<file path="src/scc_pkg.sv">
// package: register map, field positions, timing constants and carriers
package scc_pkg;

  // ***************************************************************
  // register offsets (byte addresses)
  // ***************************************************************
  localparam logic [7:0] OFF_MODE    = 8'h00;
  localparam logic [7:0] OFF_BITRATE = 8'h04;
  localparam logic [7:0] OFF_CTRL    = 8'h08;
  localparam logic [7:0] OFF_TDATA   = 8'h0C;
  localparam logic [7:0] OFF_STATUS  = 8'h10;
  localparam logic [7:0] OFF_RDATA   = 8'h14;
  localparam logic [7:0] OFF_CARD    = 8'h18;
  localparam logic [7:0] OFF_PORT    = 8'h1C;

  // ***************************************************************
  // field positions
  // ***************************************************************
  localparam int MODE_ODD_BIT    = 4;
  localparam int CTRL_TIE_BIT    = 7;
  localparam int CTRL_RIE_BIT    = 6;
  localparam int CTRL_TE_BIT     = 5;
  localparam int CTRL_RE_BIT     = 4;
  localparam int CTRL_CLOCK_SOURCE_SELECT_BIT   = 1;
  localparam int CTRL_CLOCK_OUTPUT_ENABLE_BIT   = 0;
  localparam int STAT_RECEIVE_FULL_FLAG_BIT   = 6;
  localparam int STAT_ERS_BIT    = 4;
  localparam int STAT_PER_BIT    = 3;
  localparam int STAT_TRANSMIT_END_FLAG_BIT   = 2;
  localparam int CARD_SMIF_BIT   = 0;
  localparam int PORT_DIR_BIT    = 3;
  localparam int PORT_DAT_BIT    = 2;
  localparam int PORT_SCKIN_BIT  = 1;
  localparam int PORT_RXIN_BIT   = 0;

  // ***************************************************************
  // reset values
  // ***************************************************************
  localparam logic [7:0] RST_MODE    = 8'h00;
  localparam logic [7:0] RST_BITRATE = 8'hFF;
  localparam logic [7:0] RST_CTRL    = 8'h00;
  localparam logic [7:0] RST_CARD    = 8'h00;
  localparam logic [7:0] RST_PORT    = 8'h00;

  // ***************************************************************
  // timing: base pulses per bit, sample pulse, frame layout
  // ***************************************************************
  localparam int         BASE_RATIO   = 372;
  localparam int         SAMPLE_PULSE = 186;
  localparam logic [8:0] CNT_LAST     = 9'(BASE_RATIO - 1);
  localparam logic [8:0] CNT_SAMPLE   = 9'(SAMPLE_PULSE - 1);
  localparam logic [3:0] FRAME_BITS   = 4'hA;
  localparam logic [3:0] BIT_PARITY   = 4'h9;
  localparam logic [3:0] BIT_SLOT_A   = 4'hA;
  localparam logic [3:0] BIT_SLOT_B   = 4'hB;
  localparam logic [3:0] BIT_GUARD    = 4'hC;

  // ***************************************************************
  // carriers
  // ***************************************************************
  typedef struct packed {
    logic o;
    logic oe;
  } scc_pin_t;

  typedef struct packed {
    logic receive_full_flag;
    logic ers;
    logic parity_error_flag;
    logic transmit_end_flag;
  } scc_flags_t;

  typedef enum logic [2:0] {
    ST_IDLE, ST_RX_FRAME, ST_TX_FRAME, ST_SLOT, ST_GUARD
  } scc_state_t;

endpackage

</file>
<file path="src/scc_sync.sv">
// two flip-flop synchroniser for pin inputs
`timescale 1ns/100ps
module scc_sync import scc_pkg::*; #(
  parameter int WIDTH = 2
) (
  input  wire logic             pclk,
  input  wire logic             presetn,
  input  wire logic [WIDTH-1:0] async_in,
  output logic      [WIDTH-1:0] sync_out
);

  logic [WIDTH-1:0] meta_reg;
  logic [WIDTH-1:0] sync_reg;

  always_ff @(posedge pclk or negedge presetn) begin
    if (!presetn) begin
      meta_reg <= '1;
      sync_reg <= '1;
    end else begin
      meta_reg <= async_in;
      sync_reg <= meta_reg;
    end
  end

  assign sync_out = sync_reg;

endmodule

</file>
<file path="src/scc_clkgen.sv">
// base clock pulse and card clock generator with clean stop and start
`timescale 1ns/100ps
module scc_clkgen import scc_pkg::*; (
  input  wire logic       pclk,
  input  wire logic       presetn,
  input  wire logic [7:0] divider,
  input  wire logic       run_req,
  input  wire logic       idle_level,
  output logic            base_tick,
  output logic            sck_level
);

  logic [7:0] div_reg;
  logic [7:0] div_next;
  logic       phase_reg;
  logic       phase_next;
  logic       run_reg;
  logic       run_next;
  logic       tick_reg;
  logic       tick_next;
  logic       sck_reg;
  logic       sck_next;
  logic       half;

  // ***************************************************************
  // half period divider, card period = two halves = one base pulse
  // ***************************************************************
  always_comb begin
    half       = (div_reg == divider);
    div_next   = half ? 8'h00 : div_reg + 8'h01;
    phase_next = half ? ~phase_reg : phase_reg;
    tick_next  = half & phase_reg;
    run_next   = run_reg;
    // start and stop only at a period boundary
    if (half && phase_reg) begin
      run_next = run_req;
    end
    sck_next = run_next ? phase_next : idle_level;
  end

  always_ff @(posedge pclk or negedge presetn) begin
    if (!presetn) begin
      div_reg   <= 8'h00;
      phase_reg <= 1'b0;
      run_reg   <= 1'b0;
      tick_reg  <= 1'b0;
      sck_reg   <= 1'b0;
    end else begin
      div_reg   <= div_next;
      phase_reg <= phase_next;
      run_reg   <= run_next;
      tick_reg  <= tick_next;
      sck_reg   <= sck_next;
    end
  end

  assign base_tick = tick_reg;
  assign sck_level = sck_reg;

endmodule

</file>
<file path="src/scc_top.sv">
// smart card serial interface: apb registers, frame engine, card clock
// Behaviour
// bit timing runs on a base clock at 372 times the bit rate
// receiver aligns bit timing to the start bit falling edge
// each received bit is taken at the 186th base pulse of its bit
// a character frame is ten bit periods long
// bad received parity sets the parity error flag, error request if enabled
// software clears the parity error flag before the next parity bit
// a frame with a parity error leaves receive full unset
// good parity sets receive full, receive request if enabled
// after a good frame the data pin stays released in the error slot
// a returned error signal sets the error signal flag and error request; the code raises the request only with CTRL_RIE_BIT set
// software clears the error signal flag before the next parity bit
// a frame that drew an error signal does not set transmit end
// without a returned error signal the error signal flag stays unset
// without an error signal transmit end sets, transmit request if enabled
// software parks the clock pin and clears modes before standby
// clearing clock output finishes the current period, then holds idle level; the pin holds it one cycle, then follows PORT_DIR_BIT and PORT_DAT_BIT
// software matches clock select to the pin level when leaving standby
// restarted card clock has its normal duty cycle from the first period
// after reset the clock pin is an undriven input
// software sets level and modes before enabling clock output
// on an error signal the same character is resent, transmit end kept low
// a receive parity error drives the line low in the error slot
`timescale 1ns/100ps
module scc_top import scc_pkg::*; (
  input  wire logic        pclk,
  input  wire logic        presetn,
  input  wire logic        psel,
  input  wire logic        penable,
  input  wire logic        pwrite,
  input  wire logic [7:0]  paddr,
  input  wire logic [31:0] pwdata,
  output logic      [31:0] prdata,
  output logic             pready,
  output logic             pslverr,
  input  wire logic        data_i,
  output logic             data_o,
  output logic             data_oe,
  input  wire logic        sck_i,
  output logic             sck_o,
  output logic             sck_oe,
  output logic             error_interrupt,
  output logic             receive_interrupt,
  output logic             transmit_interrupt
);

  // ***************************************************************
  // declarations
  // ***************************************************************
  logic [7:0]  serial_mode_reg,    serial_mode_next;
  logic [7:0]  bitrate_reg,        bitrate_next;
  logic [7:0]  serial_control_reg, serial_control_next;
  logic [7:0]  card_mode_reg,      card_mode_next;
  logic [7:0]  serial_port_reg,    serial_port_next;
  logic [7:0]  tdata_reg,          tdata_next;
  logic [7:0]  rdata_reg,          rdata_next;
  scc_flags_t  flags_reg,          flags_next;
  logic [31:0] prdata_reg,         prdata_next;
  logic        pready_reg,         pready_next;
  logic        pslverr_reg,        pslverr_next;
  scc_state_t  state_reg,          state_next;
  logic [8:0]  cnt_reg,            cnt_next;
  logic [3:0]  bit_reg,            bit_next;
  logic [9:0]  shift_reg,          shift_next;
  logic        pend_reg,           pend_next;
  logic        err_reg,            err_next;
  logic        rxprev_reg,         rxprev_next;
  scc_pin_t    dpin_reg,           dpin_next;
  scc_pin_t    cpin_reg,           cpin_next;
  logic [2:0]  irq_reg,            irq_next;
  logic        sckrun_reg,         sckrun_next;
  logic        runq_reg,           runq_next;
  logic [1:0]  pins_sync;
  logic        line;
  logic        sck_pin;
  logic        base_tick;
  logic        sck_level;
  logic        wr_en;
  logic        rd_en;
  logic        smif;
  logic        sample;
  logic        bit_end;
  scc_flags_t  set_f;
  scc_flags_t  clr_f;

  // ***************************************************************
  // pin synchronisers and clock generator
  // ***************************************************************
  scc_sync #(.WIDTH(2)) u_sync (
    .pclk     (pclk),
    .presetn  (presetn),
    .async_in ({sck_i, data_i}),
    .sync_out (pins_sync)
  );

  assign line    = pins_sync[0];
  assign sck_pin = pins_sync[1];
  assign smif    = card_mode_reg[CARD_SMIF_BIT];

  scc_clkgen u_clkgen (
    .pclk       (pclk),
    .presetn    (presetn),
    .divider    (bitrate_reg),
    .run_req    (serial_control_reg[CTRL_CLOCK_OUTPUT_ENABLE_BIT] & smif),
    .idle_level (serial_control_reg[CTRL_CLOCK_SOURCE_SELECT_BIT]),
    .base_tick  (base_tick),
    .sck_level  (sck_level)
  );

  function automatic logic mapped(input logic [7:0] a);
    mapped = (a[1:0] == 2'b00) && (a <= OFF_PORT);
  endfunction

  // ***************************************************************
  // apb slave and registers
  // ***************************************************************
  always_comb begin
    wr_en = psel & penable & pready_reg & pwrite & mapped(paddr);
    rd_en = psel & ~penable;
    serial_mode_next    = serial_mode_reg;
    bitrate_next        = bitrate_reg;
    serial_control_next = serial_control_reg;
    card_mode_next      = card_mode_reg;
    serial_port_next    = serial_port_reg;
    tdata_next          = tdata_reg;
    clr_f               = '0;
    pready_next  = psel & ~penable;
    pslverr_next = psel & ~penable & ~mapped(paddr);
    prdata_next  = prdata_reg;
    if (wr_en) begin
      unique case (paddr)
        OFF_MODE:    serial_mode_next    = pwdata[7:0];
        OFF_BITRATE: bitrate_next        = pwdata[7:0];
        OFF_CTRL:    serial_control_next = pwdata[7:0];
        OFF_CARD:    card_mode_next      = pwdata[7:0];
        OFF_PORT:    serial_port_next    = pwdata[7:0];
        OFF_TDATA:   tdata_next          = pwdata[7:0];
        OFF_STATUS: begin
          // a written zero clears the flag
          clr_f.receive_full_flag = ~pwdata[STAT_RECEIVE_FULL_FLAG_BIT];
          clr_f.ers  = ~pwdata[STAT_ERS_BIT];
          clr_f.parity_error_flag  = ~pwdata[STAT_PER_BIT];
          clr_f.transmit_end_flag = ~pwdata[STAT_TRANSMIT_END_FLAG_BIT];
        end
        default: ;
      endcase
    end
    if (wr_en && paddr == OFF_TDATA) begin
      clr_f.transmit_end_flag = 1'b1;
    end
    if (rd_en) begin
      prdata_next = 32'h0000_0000;
      unique case (paddr)
        OFF_MODE:    prdata_next[7:0] = serial_mode_reg;
        OFF_BITRATE: prdata_next[7:0] = bitrate_reg;
        OFF_CTRL:    prdata_next[7:0] = serial_control_reg;
        OFF_CARD:    prdata_next[7:0] = card_mode_reg;
        OFF_TDATA:   prdata_next[7:0] = tdata_reg;
        OFF_RDATA:   prdata_next[7:0] = rdata_reg;
        OFF_STATUS: begin
          prdata_next[STAT_RECEIVE_FULL_FLAG_BIT] = flags_reg.receive_full_flag;
          prdata_next[STAT_ERS_BIT]  = flags_reg.ers;
          prdata_next[STAT_PER_BIT]  = flags_reg.parity_error_flag;
          prdata_next[STAT_TRANSMIT_END_FLAG_BIT] = flags_reg.transmit_end_flag;
        end
        OFF_PORT: begin
          prdata_next[7:0]            = serial_port_reg;
          prdata_next[PORT_SCKIN_BIT] = sck_pin;
          prdata_next[PORT_RXIN_BIT]  = line;
        end
        default: ;
      endcase
    end
  end

  // ***************************************************************
  // frame engine
  // ***************************************************************
  always_comb begin
    sample      = base_tick && (cnt_reg == CNT_SAMPLE);
    bit_end     = base_tick && (cnt_reg == CNT_LAST);
    state_next  = state_reg;
    cnt_next    = cnt_reg;
    bit_next    = bit_reg;
    shift_next  = shift_reg;
    err_next    = err_reg;
    rdata_next  = rdata_reg;
    rxprev_next = line;
    set_f       = '0;
    pend_next   = pend_reg;
    if (wr_en && paddr == OFF_TDATA) begin
      pend_next = 1'b1;
    end
    if (base_tick) begin
      cnt_next = bit_end ? 9'h000 : cnt_reg + 9'h001;
    end
    if (bit_end) begin
      bit_next = bit_reg + 4'h1;
    end
    unique case (state_reg)
      ST_IDLE: begin
        cnt_next = 9'h000;
        bit_next = 4'h0;
        err_next = 1'b0;
        if (smif && serial_control_reg[CTRL_TE_BIT] && pend_reg &&
            base_tick) begin
          shift_next = {^tdata_reg ^ serial_mode_reg[MODE_ODD_BIT],
                        tdata_reg, 1'b0};
          state_next = ST_TX_FRAME;
        end else if (smif && serial_control_reg[CTRL_RE_BIT] &&
                     rxprev_reg && !line) begin
          state_next = ST_RX_FRAME;
        end
      end
      ST_RX_FRAME: begin
        if (sample) begin
          shift_next = {line, shift_reg[9:1]};
          if (bit_reg == 4'h0 && line) begin
            state_next = ST_IDLE;
          end
          if (bit_reg == BIT_PARITY) begin
            rdata_next = shift_reg[9:2];
            if (^shift_reg[9:2] ^ line ^ serial_mode_reg[MODE_ODD_BIT]) begin
              err_next  = 1'b1;
              set_f.parity_error_flag = 1'b1;
            end else begin
              set_f.receive_full_flag = 1'b1;
            end
          end
        end
        if (bit_end && bit_reg == BIT_PARITY) begin
          state_next = ST_SLOT;
        end
      end
      ST_TX_FRAME: begin
        if (bit_end) begin
          shift_next = {1'b1, shift_reg[9:1]};
          if (bit_reg == BIT_PARITY) begin
            state_next = ST_SLOT;
          end
        end
      end
      ST_SLOT: begin
        if (sample && bit_reg == BIT_SLOT_B &&
            serial_control_reg[CTRL_TE_BIT] && !line) begin
          err_next  = 1'b1;
          set_f.ers = 1'b1;
        end
        if (bit_end && bit_reg == BIT_SLOT_B) begin
          state_next = ST_GUARD;
        end
      end
      ST_GUARD: begin
        if (bit_end) begin
          state_next = ST_IDLE;
          if (serial_control_reg[CTRL_TE_BIT] && !err_reg) begin
            pend_next  = 1'b0;
            set_f.transmit_end_flag = 1'b1;
          end
          // pending kept on error: same character resent, no transmit_end_flag R12 R21
        end
      end
      default: state_next = ST_IDLE;
    endcase
    if (!smif) begin
      state_next = ST_IDLE;
    end
    // set wins over a clear in the same cycle
    flags_next.receive_full_flag = set_f.receive_full_flag | (flags_reg.receive_full_flag & ~clr_f.receive_full_flag);
    flags_next.ers  = set_f.ers  | (flags_reg.ers  & ~clr_f.ers);
    flags_next.parity_error_flag  = set_f.parity_error_flag  | (flags_reg.parity_error_flag  & ~clr_f.parity_error_flag);
    flags_next.transmit_end_flag = set_f.transmit_end_flag | (flags_reg.transmit_end_flag & ~clr_f.transmit_end_flag);
  end

  // ***************************************************************
  // pin drivers and requests
  // ***************************************************************
  always_comb begin
    dpin_next = '{o: 1'b1, oe: 1'b0};
    if (state_reg == ST_TX_FRAME) begin
      dpin_next = '{o: shift_reg[0], oe: 1'b1};
    end else if (state_reg == ST_SLOT && err_reg &&
                 serial_control_reg[CTRL_RE_BIT] &&
                 ((bit_reg == BIT_SLOT_A && cnt_reg >= CNT_SAMPLE) ||
                  (bit_reg == BIT_SLOT_B && cnt_reg < CNT_SAMPLE))) begin
      dpin_next = '{o: 1'b0, oe: 1'b1};
    end
    // keep the card clock until the generator reaches its boundary
    runq_next   = smif & serial_control_reg[CTRL_CLOCK_OUTPUT_ENABLE_BIT];
    sckrun_next = sckrun_reg;
    if (runq_next) begin
      sckrun_next = 1'b1;
    end else if (base_tick && !runq_reg) begin
      sckrun_next = 1'b0;
    end
    if (sckrun_reg) begin
      cpin_next = '{o: sck_level, oe: 1'b1};
    end else if (serial_port_reg[PORT_DIR_BIT]) begin
      cpin_next = '{o: serial_port_reg[PORT_DAT_BIT], oe: 1'b1};
    end else begin
      cpin_next = '{o: 1'b0, oe: 1'b0};
    end
    irq_next[0] = serial_control_reg[CTRL_RIE_BIT] &
                  (flags_reg.parity_error_flag | flags_reg.ers);
    irq_next[1] = serial_control_reg[CTRL_RIE_BIT] & flags_reg.receive_full_flag;
    irq_next[2] = serial_control_reg[CTRL_TIE_BIT] & flags_reg.transmit_end_flag;
  end

  // ***************************************************************
  // state registers
  // ***************************************************************
  always_ff @(posedge pclk or negedge presetn) begin
    if (!presetn) begin
      serial_mode_reg    <= RST_MODE;
      bitrate_reg        <= RST_BITRATE;
      serial_control_reg <= RST_CTRL;
      card_mode_reg      <= RST_CARD;
      serial_port_reg    <= RST_PORT;
      tdata_reg          <= 8'h00;
      rdata_reg          <= 8'h00;
      flags_reg          <= '{receive_full_flag: 1'b0, ers: 1'b0, parity_error_flag: 1'b0, transmit_end_flag: 1'b1};
      prdata_reg         <= 32'h0000_0000;
      pready_reg         <= 1'b0;
      pslverr_reg        <= 1'b0;
      state_reg          <= ST_IDLE;
      cnt_reg            <= 9'h000;
      bit_reg            <= 4'h0;
      shift_reg          <= 10'h3FF;
      pend_reg           <= 1'b0;
      err_reg            <= 1'b0;
      rxprev_reg         <= 1'b1;
      dpin_reg           <= '{o: 1'b1, oe: 1'b0};
      cpin_reg           <= '{o: 1'b0, oe: 1'b0};
      irq_reg            <= 3'h0;
      sckrun_reg         <= 1'b0;
      runq_reg           <= 1'b0;
    end else begin
      serial_mode_reg    <= serial_mode_next;
      bitrate_reg        <= bitrate_next;
      serial_control_reg <= serial_control_next;
      card_mode_reg      <= card_mode_next;
      serial_port_reg    <= serial_port_next;
      tdata_reg          <= tdata_next;
      rdata_reg          <= rdata_next;
      flags_reg          <= flags_next;
      prdata_reg         <= prdata_next;
      pready_reg         <= pready_next;
      pslverr_reg        <= pslverr_next;
      state_reg          <= state_next;
      cnt_reg            <= cnt_next;
      bit_reg            <= bit_next;
      shift_reg          <= shift_next;
      pend_reg           <= pend_next;
      err_reg            <= err_next;
      rxprev_reg         <= rxprev_next;
      dpin_reg           <= dpin_next;
      cpin_reg           <= cpin_next;
      irq_reg            <= irq_next;
      sckrun_reg         <= sckrun_next;
      runq_reg           <= runq_next;
    end
  end

  assign prdata             = prdata_reg;
  assign pready             = pready_reg;
  assign pslverr            = pslverr_reg;
  assign data_o             = dpin_reg.o;
  assign data_oe            = dpin_reg.oe;
  assign sck_o              = cpin_reg.o;
  assign sck_oe             = cpin_reg.oe;
  assign error_interrupt    = irq_reg[0];
  assign receive_interrupt  = irq_reg[1];
  assign transmit_interrupt = irq_reg[2];

endmodule

</file>
<file path="config.mk">
export PLATFORM = sky130hd
export DESIGN_NAME = scc_top
export DESIGN_NICKNAME = d
export VERILOG_FILES = /design/src/scc_pkg.sv /design/src/scc_sync.sv /design/src/scc_clkgen.sv /design/src/scc_top.sv
export SDC_FILE = /design/constraint.sdc
export NUM_CORES = 1
export LEC_CHECK = 0
export BUFFER_PORTS_ARGS = -buffer_cell sky130_fd_sc_hd__buf_2
export CAP_MARGIN = 10
export CORE_UTILIZATION = 40
export DETAILED_ROUTE_END_ITERATION = 6
export HOLD_SLACK_MARGIN = 0.12
export SETUP_SLACK_MARGIN = 0.15
export SLEW_MARGIN = 5
export SYNTH_ARGS = -nofsm -noshare
export SYNTH_HDL_FRONTEND = slang
export SYNTH_SLANG_ARGS = --single-unit
</file>
<file path="constraint.sdc">
create_clock -name pclk -period 5.2 [get_ports pclk]
set_input_delay 0.52 -clock pclk [delete_from_list [all_inputs] [get_ports pclk]]
set_output_delay 0.52 -clock pclk [all_outputs]
set_load 0.02 [all_outputs]
</file>
Word level (Yosys, flattened, before mapping)

Cells that the tools add are included.

Multiplexer cells: 60
Reduce and logical (&&, ||, !) cells: 49
Shift-type cells: 0
Divide/modulo/power cells: 0
Order comparisons: 3
Bitwise operators: 34
Equal/unequal tests: 30
Add/subtract/negate cells: 3
Multiply operators: 0

Operator list:

| operator            | number |
|---|---|
| $eq 8x5->1 const B  | 4 |
| $mux 10             | 3 |
| $mux 3              | 10 |
| $pmux 10 s3         | 1 |
| $mux 1              | 27 |
| $mux 9              | 3 |
| $logic_and 1x1->1   | 24 |
| $pmux 3 s8          | 1 |
| $eq 8x4->1 const B  | 2 |
| $mux 4              | 4 |
| $reduce_xor 8->1    | 2 |
| $and 1x1->1         | 15 |
| $pmux 3 s5          | 1 |
| $pmux 1 s7          | 2 |
| $pmux 2 s7          | 1 |
| $eq 4x4->1 const B  | 3 |
| $ne 2x2->1 const B  | 6 |
| $ne 3x3->1 const B  | 4 |
| $ne 4x4->1 const B  | 3 |
| $reduce_and 2->1    | 6 |
| $not 1->1           | 11 |
| $add 9x1->9 const B | 1 |
| $eq 9x8->1 const B  | 1 |
| $eq 9x9->1 const B  | 1 |
| other kinds (28)    | 43 |

Memories kept: 0
Word-level logic and storage cells: 214
Input bits: 47
RAM bits: 0
Bits in registers: 124
Output and inout port bits: 41
Bits in read-only memories: 0
Latch bits: 0

Logic depth before layout (Yosys ltp)

Depth after elaboration: 9
Gate-level depth with buffers: 7
Depth with buffers taken out: 7

Cells and area by module

A second synthesis with hierarchy kept.

Cells, all modules: 542
Area total of the unflattened synthesis: 6331.1 µm²

By module, submodules not included:

| module     | times used | area each (µm²) | cells an instance |
|---|---|---|---|
| scc_top    | 1          | 5615.4          | 487 |
| scc_clkgen | 1          | 610.6           | 51 |
| scc_sync   | 1          | 105.1           | 4 |

Least setup slack after synthesis

No wires, ideal clock.

Path kind: input -> register
From: input port paddr[7]
To: register tdata_reg[0]
Arrival: 2.002 ns
Stages: 4
Path slack: 3.073 ns
Required time: 5.075 ns
Cells stage by stage: nor3_1 nand2_1 nor4_2 mux2_2

Cells in the longest elaborated chain, start to end: 4

Ends and longest elaborated chain:

| element                             | RTL line       | source |
|---|---|---|
| from (decl)                         | scc_top.sv:32  | `input wire logic [7:0] paddr,` |
| $le 8x5->1                          | scc_top.sv:112 | `mapped = (a[1:0] == 2'b00) && (a <= OFF_PORT);` |
| $logic_and 1x1->1                   | scc_top.sv:112 |  |
| $and 1x1->1                         | scc_top.sv:119 | `wr_en = psel & penable & pready_reg & pwrite & mapped(paddr);` |
| $reduce_and 2->1 (no source line) * | --             |  |
| to (signal assigned)                | scc_top.sv:344 | `tdata_reg <= tdata_next;` |
| to (decl)                           | scc_top.sv:56  | `logic [7:0] tdata_reg, tdata_next;` |

Mark *: on every way between the ends. The rest lies on a longest branch, timed or not.
A chain may end at the register's enable or synchronous reset.

Final worst setup path

From: input port paddr[1]
To: register serial_port_reg[5]

Cells in the longest elaborated chain, start to end: 4

Ends and longest elaborated chain:

| element                                              | RTL line       | source |
|---|---|---|
| $le 8x5->1 / $logic_not 2->1 (equally long branches) | scc_top.sv:112 |  |
| $logic_and 1x1->1                                    | scc_top.sv:112 |  |
| $and 1x1->1                                          | scc_top.sv:119 |  |
| $reduce_and 2->1 (no source line) *                  | --             |  |
| to (signal assigned)                                 | scc_top.sv:343 | `serial_port_reg <= serial_port_next;` |
| to (decl)                                            | scc_top.sv:55  | `logic [7:0] serial_port_reg, serial_port_next;` |

Marked as above.

==> results.py <==
metrics = {
    "synth": {
        "ys_types": 63,
        "yosysSeqAreaShare": 0.498,
        "netlist_area_mm2": 0.00619,
        "yosys_most_used_dff": "dfrtp_1",
        "synthTopCellsByArea": "dfrtp_1 (39%), mux2_2 (11%), dfstp_2 (11%)",
        "yosysTopAreaCell": "dfrtp_1",
        "yosysWarnings": 0,
        "synth_seq_cells": 122,
        "async_flop_share": 1.00,
        "synth_area_per_cell_um2": 11.2,
        "syn-instance-count": 554,
        "synth_common_cells": "dfrtp_1 (97), mux2_2 (61), nor2_1 (42)",
        "yosysMostFrequentCell": "dfrtp_1",
        "synth-edff-count": 0,
        "synth_top_area_share": 0.392,
    },
    "power": {
        "vdd_drop_max_mv": 0.223,
        "power_density_mw_per_mm2": 314,
        "p_leak_nw": 3.07,
        "total_power_mw": 2.20,
    },
    "sta": {
        "fin_skew_ns": 0.0118,
        "rsz0062_at_grt": "false",
        "setup_viol": 0,
        "tightestPinTransition_ns": 1.19,
        "hold_viol": 0,
        "max_freq_mhz": 371,
        "post-route-period-util": 0.518,
        "setup_ws_ns": 2.51,
        "slew_headroom": 0.200,
        "tns_ns": 0,
        "slew_viol_final": 0,
        "finalCriticalPeriod_ns": 2.69,
    },
    "run_status": {
        "status": "completed",
    },
    "min_path": {
        "min_path_cells": 1,
        "hold_path_class": "input pin to flop",
    },
    "route": {
        "via_per_inst": 5.42,
        "vias": 4294,
        "wl_um": 13900,
        "drc": 0,
        "wl_per_cell_um": 17.6,
        "first_iter_violations": 231,
        "drt_pass1_iterations": 4,
        "antenna_left": 0,
    },
    "die": {
        "die_h_um": 126,
        "io_pins": 88,
        "die_w_um": 126,
        "core_area_mm2": 0.0151,
        "dieArea_mm2": 0.0160,
        "start_util": 0.409,
        "num_rows": 45,
    },
    "cts": {
        "cts_setup_buffers": 0,
        "numCtsBuffers": 17,
        "clkSlewWorstSetupHoldPaths_ns": 0.06,
        "htreeDepth": 4,
        "clock_sink_count": 122,
        "cts_root_buf": "clkbuf_16",
        "clockBufferDepth": 2,
        "insertion_delay_ns": 0.42,
        "cts_hold_buf": 0,
        "cts_tree": "yes",
        "cts_resized": 0,
    },
    "placement": {
        "hpwl_um": 9600,
        "place_congestion": 0.796,
        "post-place-ws_ns": 2.15,
        "io_buffers": 39,
    },
    "global_routing": {
        "overflow": 0,
        "first_global_vias": 4342,
        "track_usage": 0.192,
        "antenna_found_initial": 0,
        "grt_max_degree": 79,
        "grt_pass1_wl_um": 23300,
    },
    "worst_setup_path": {
        "cp.arrival_ns": 2.99,
        "start_kind": "input pin",
        "rr_worst_depth": 6,
        "critical_path_class": "input pin to flop",
        "cp.required_ns": 5.50,
        "end_kind": "flop",
        "cp_max_fo": 13,
    },
    "layout": {
        "drive_gt1_frac": 0.281,
        "largest_register_ffs": 10,
        "fin_nets": 646,
        "num_antenna_cells": 0,
        "synthToLayoutAreaGrowth_pct": 13.0,
    },
    "run": {
        "cap_viol_max_count": 0,
    },
}
==> through the flow <==
step,instance area [µm²],hold WS (ns),instances,utilization
2_1_floorplan,6280,0.224,577,-
3_3_place_gp,6460,0.346,760,0.427
3_5_place_dp,6460,0.351,760,0.427
4_1_cts,7000,0.189,792,0.462
5_1_grt,7000,0.180,792,0.462
6_report,7000,0.198,792,0.462
==> layout make-up <==
type,instances,area (µm²)
timing repair buffer,42,220
inverter,9,33.8
multi-input combinational,399,2890
sequential,122,3080
tap,188,235
clock inverter,9,76.3
clock buffer,23,458
fill,1372,8150
==> cell usage in the layout (no fill, tap or decap), drive strengths merged, types with 7 or more instances in the layout <==
cell and count:
nand2 33, xor2 10, xnor2 26, nand4 9, nor3 9, o21ai 24
clkbuf 23, inv 9, mux2 61, clkinv 7, buf 42, a31oi 8
ha 8, conb 24, nand3 23, nor2 42, mux2i 18, dfstp 25
a21oi 25, dfrtp 97
==> power by group <==
part | internal, mW | leakage [nW] | switching, mW
logic | 0.0387 | 1.22 | 0.0905
registers | 0.970 | 1.59 | 0.0270
clock network | 0.663 | 0.264 | 0.410
==> metal layers <==
metal / up-vias / global-route usage / share of wire
met2: 111 / 0.305 / 0.48
met5: - / 0 / 0
li1: 2000 / - / -
met1: 2162 / 0.257 / 0.47
met3: 21 / 0.0430 / 0.040
met4: 0 / 0.0716 / 0.017
==> logic make-up (layout without fill, tap and decap cells) <==
family,after synthesis,count (layout),synth area share
buffers and inverters,56,83,0.0495
muxes,82,82,0.151
DFF,122,122,0.498
other,1,24,0.000605
and+or+nand+nor,163,163,0.142
xor gates and xnor gates,38,38,0.0582
AOI/OAI and AO/OA,84,84,0.0844
adders and majority gates,8,8,0.0162
==> path summary, 6_finish.rpt <==
kind	start	end	slack, ns
max in group asynchronous	presetn	shift_reg[8]$_DFFE_PN1P_	3.77
max	paddr[1]	serial_port_reg[5]$_DFFE_PN0P_	2.51
max reg2reg	cnt_reg[1]$_DFFE_PN0P_	rdata_reg[5]$_DFFE_PN0P_	2.74
min in group asynchronous	presetn	serial_mode_reg[2]$_DFFE_PN0P_	0.26
min reg2reg	u_sync.meta_reg[0]$_DFF_PN1_	u_sync.sync_out[0]$_DFF_PN1_	0.36
min	data_i	u_sync.meta_reg[0]$_DFF_PN1_	0.20
==> critical path, stage by stage <==
cell and delay, ns:
buf_2 0.12, nor2_1 0.65, nand3_1 0.30, nor3_1 0.97, mux2_2 0.43
No activity file was read; power rests on OpenSTA's default activity.
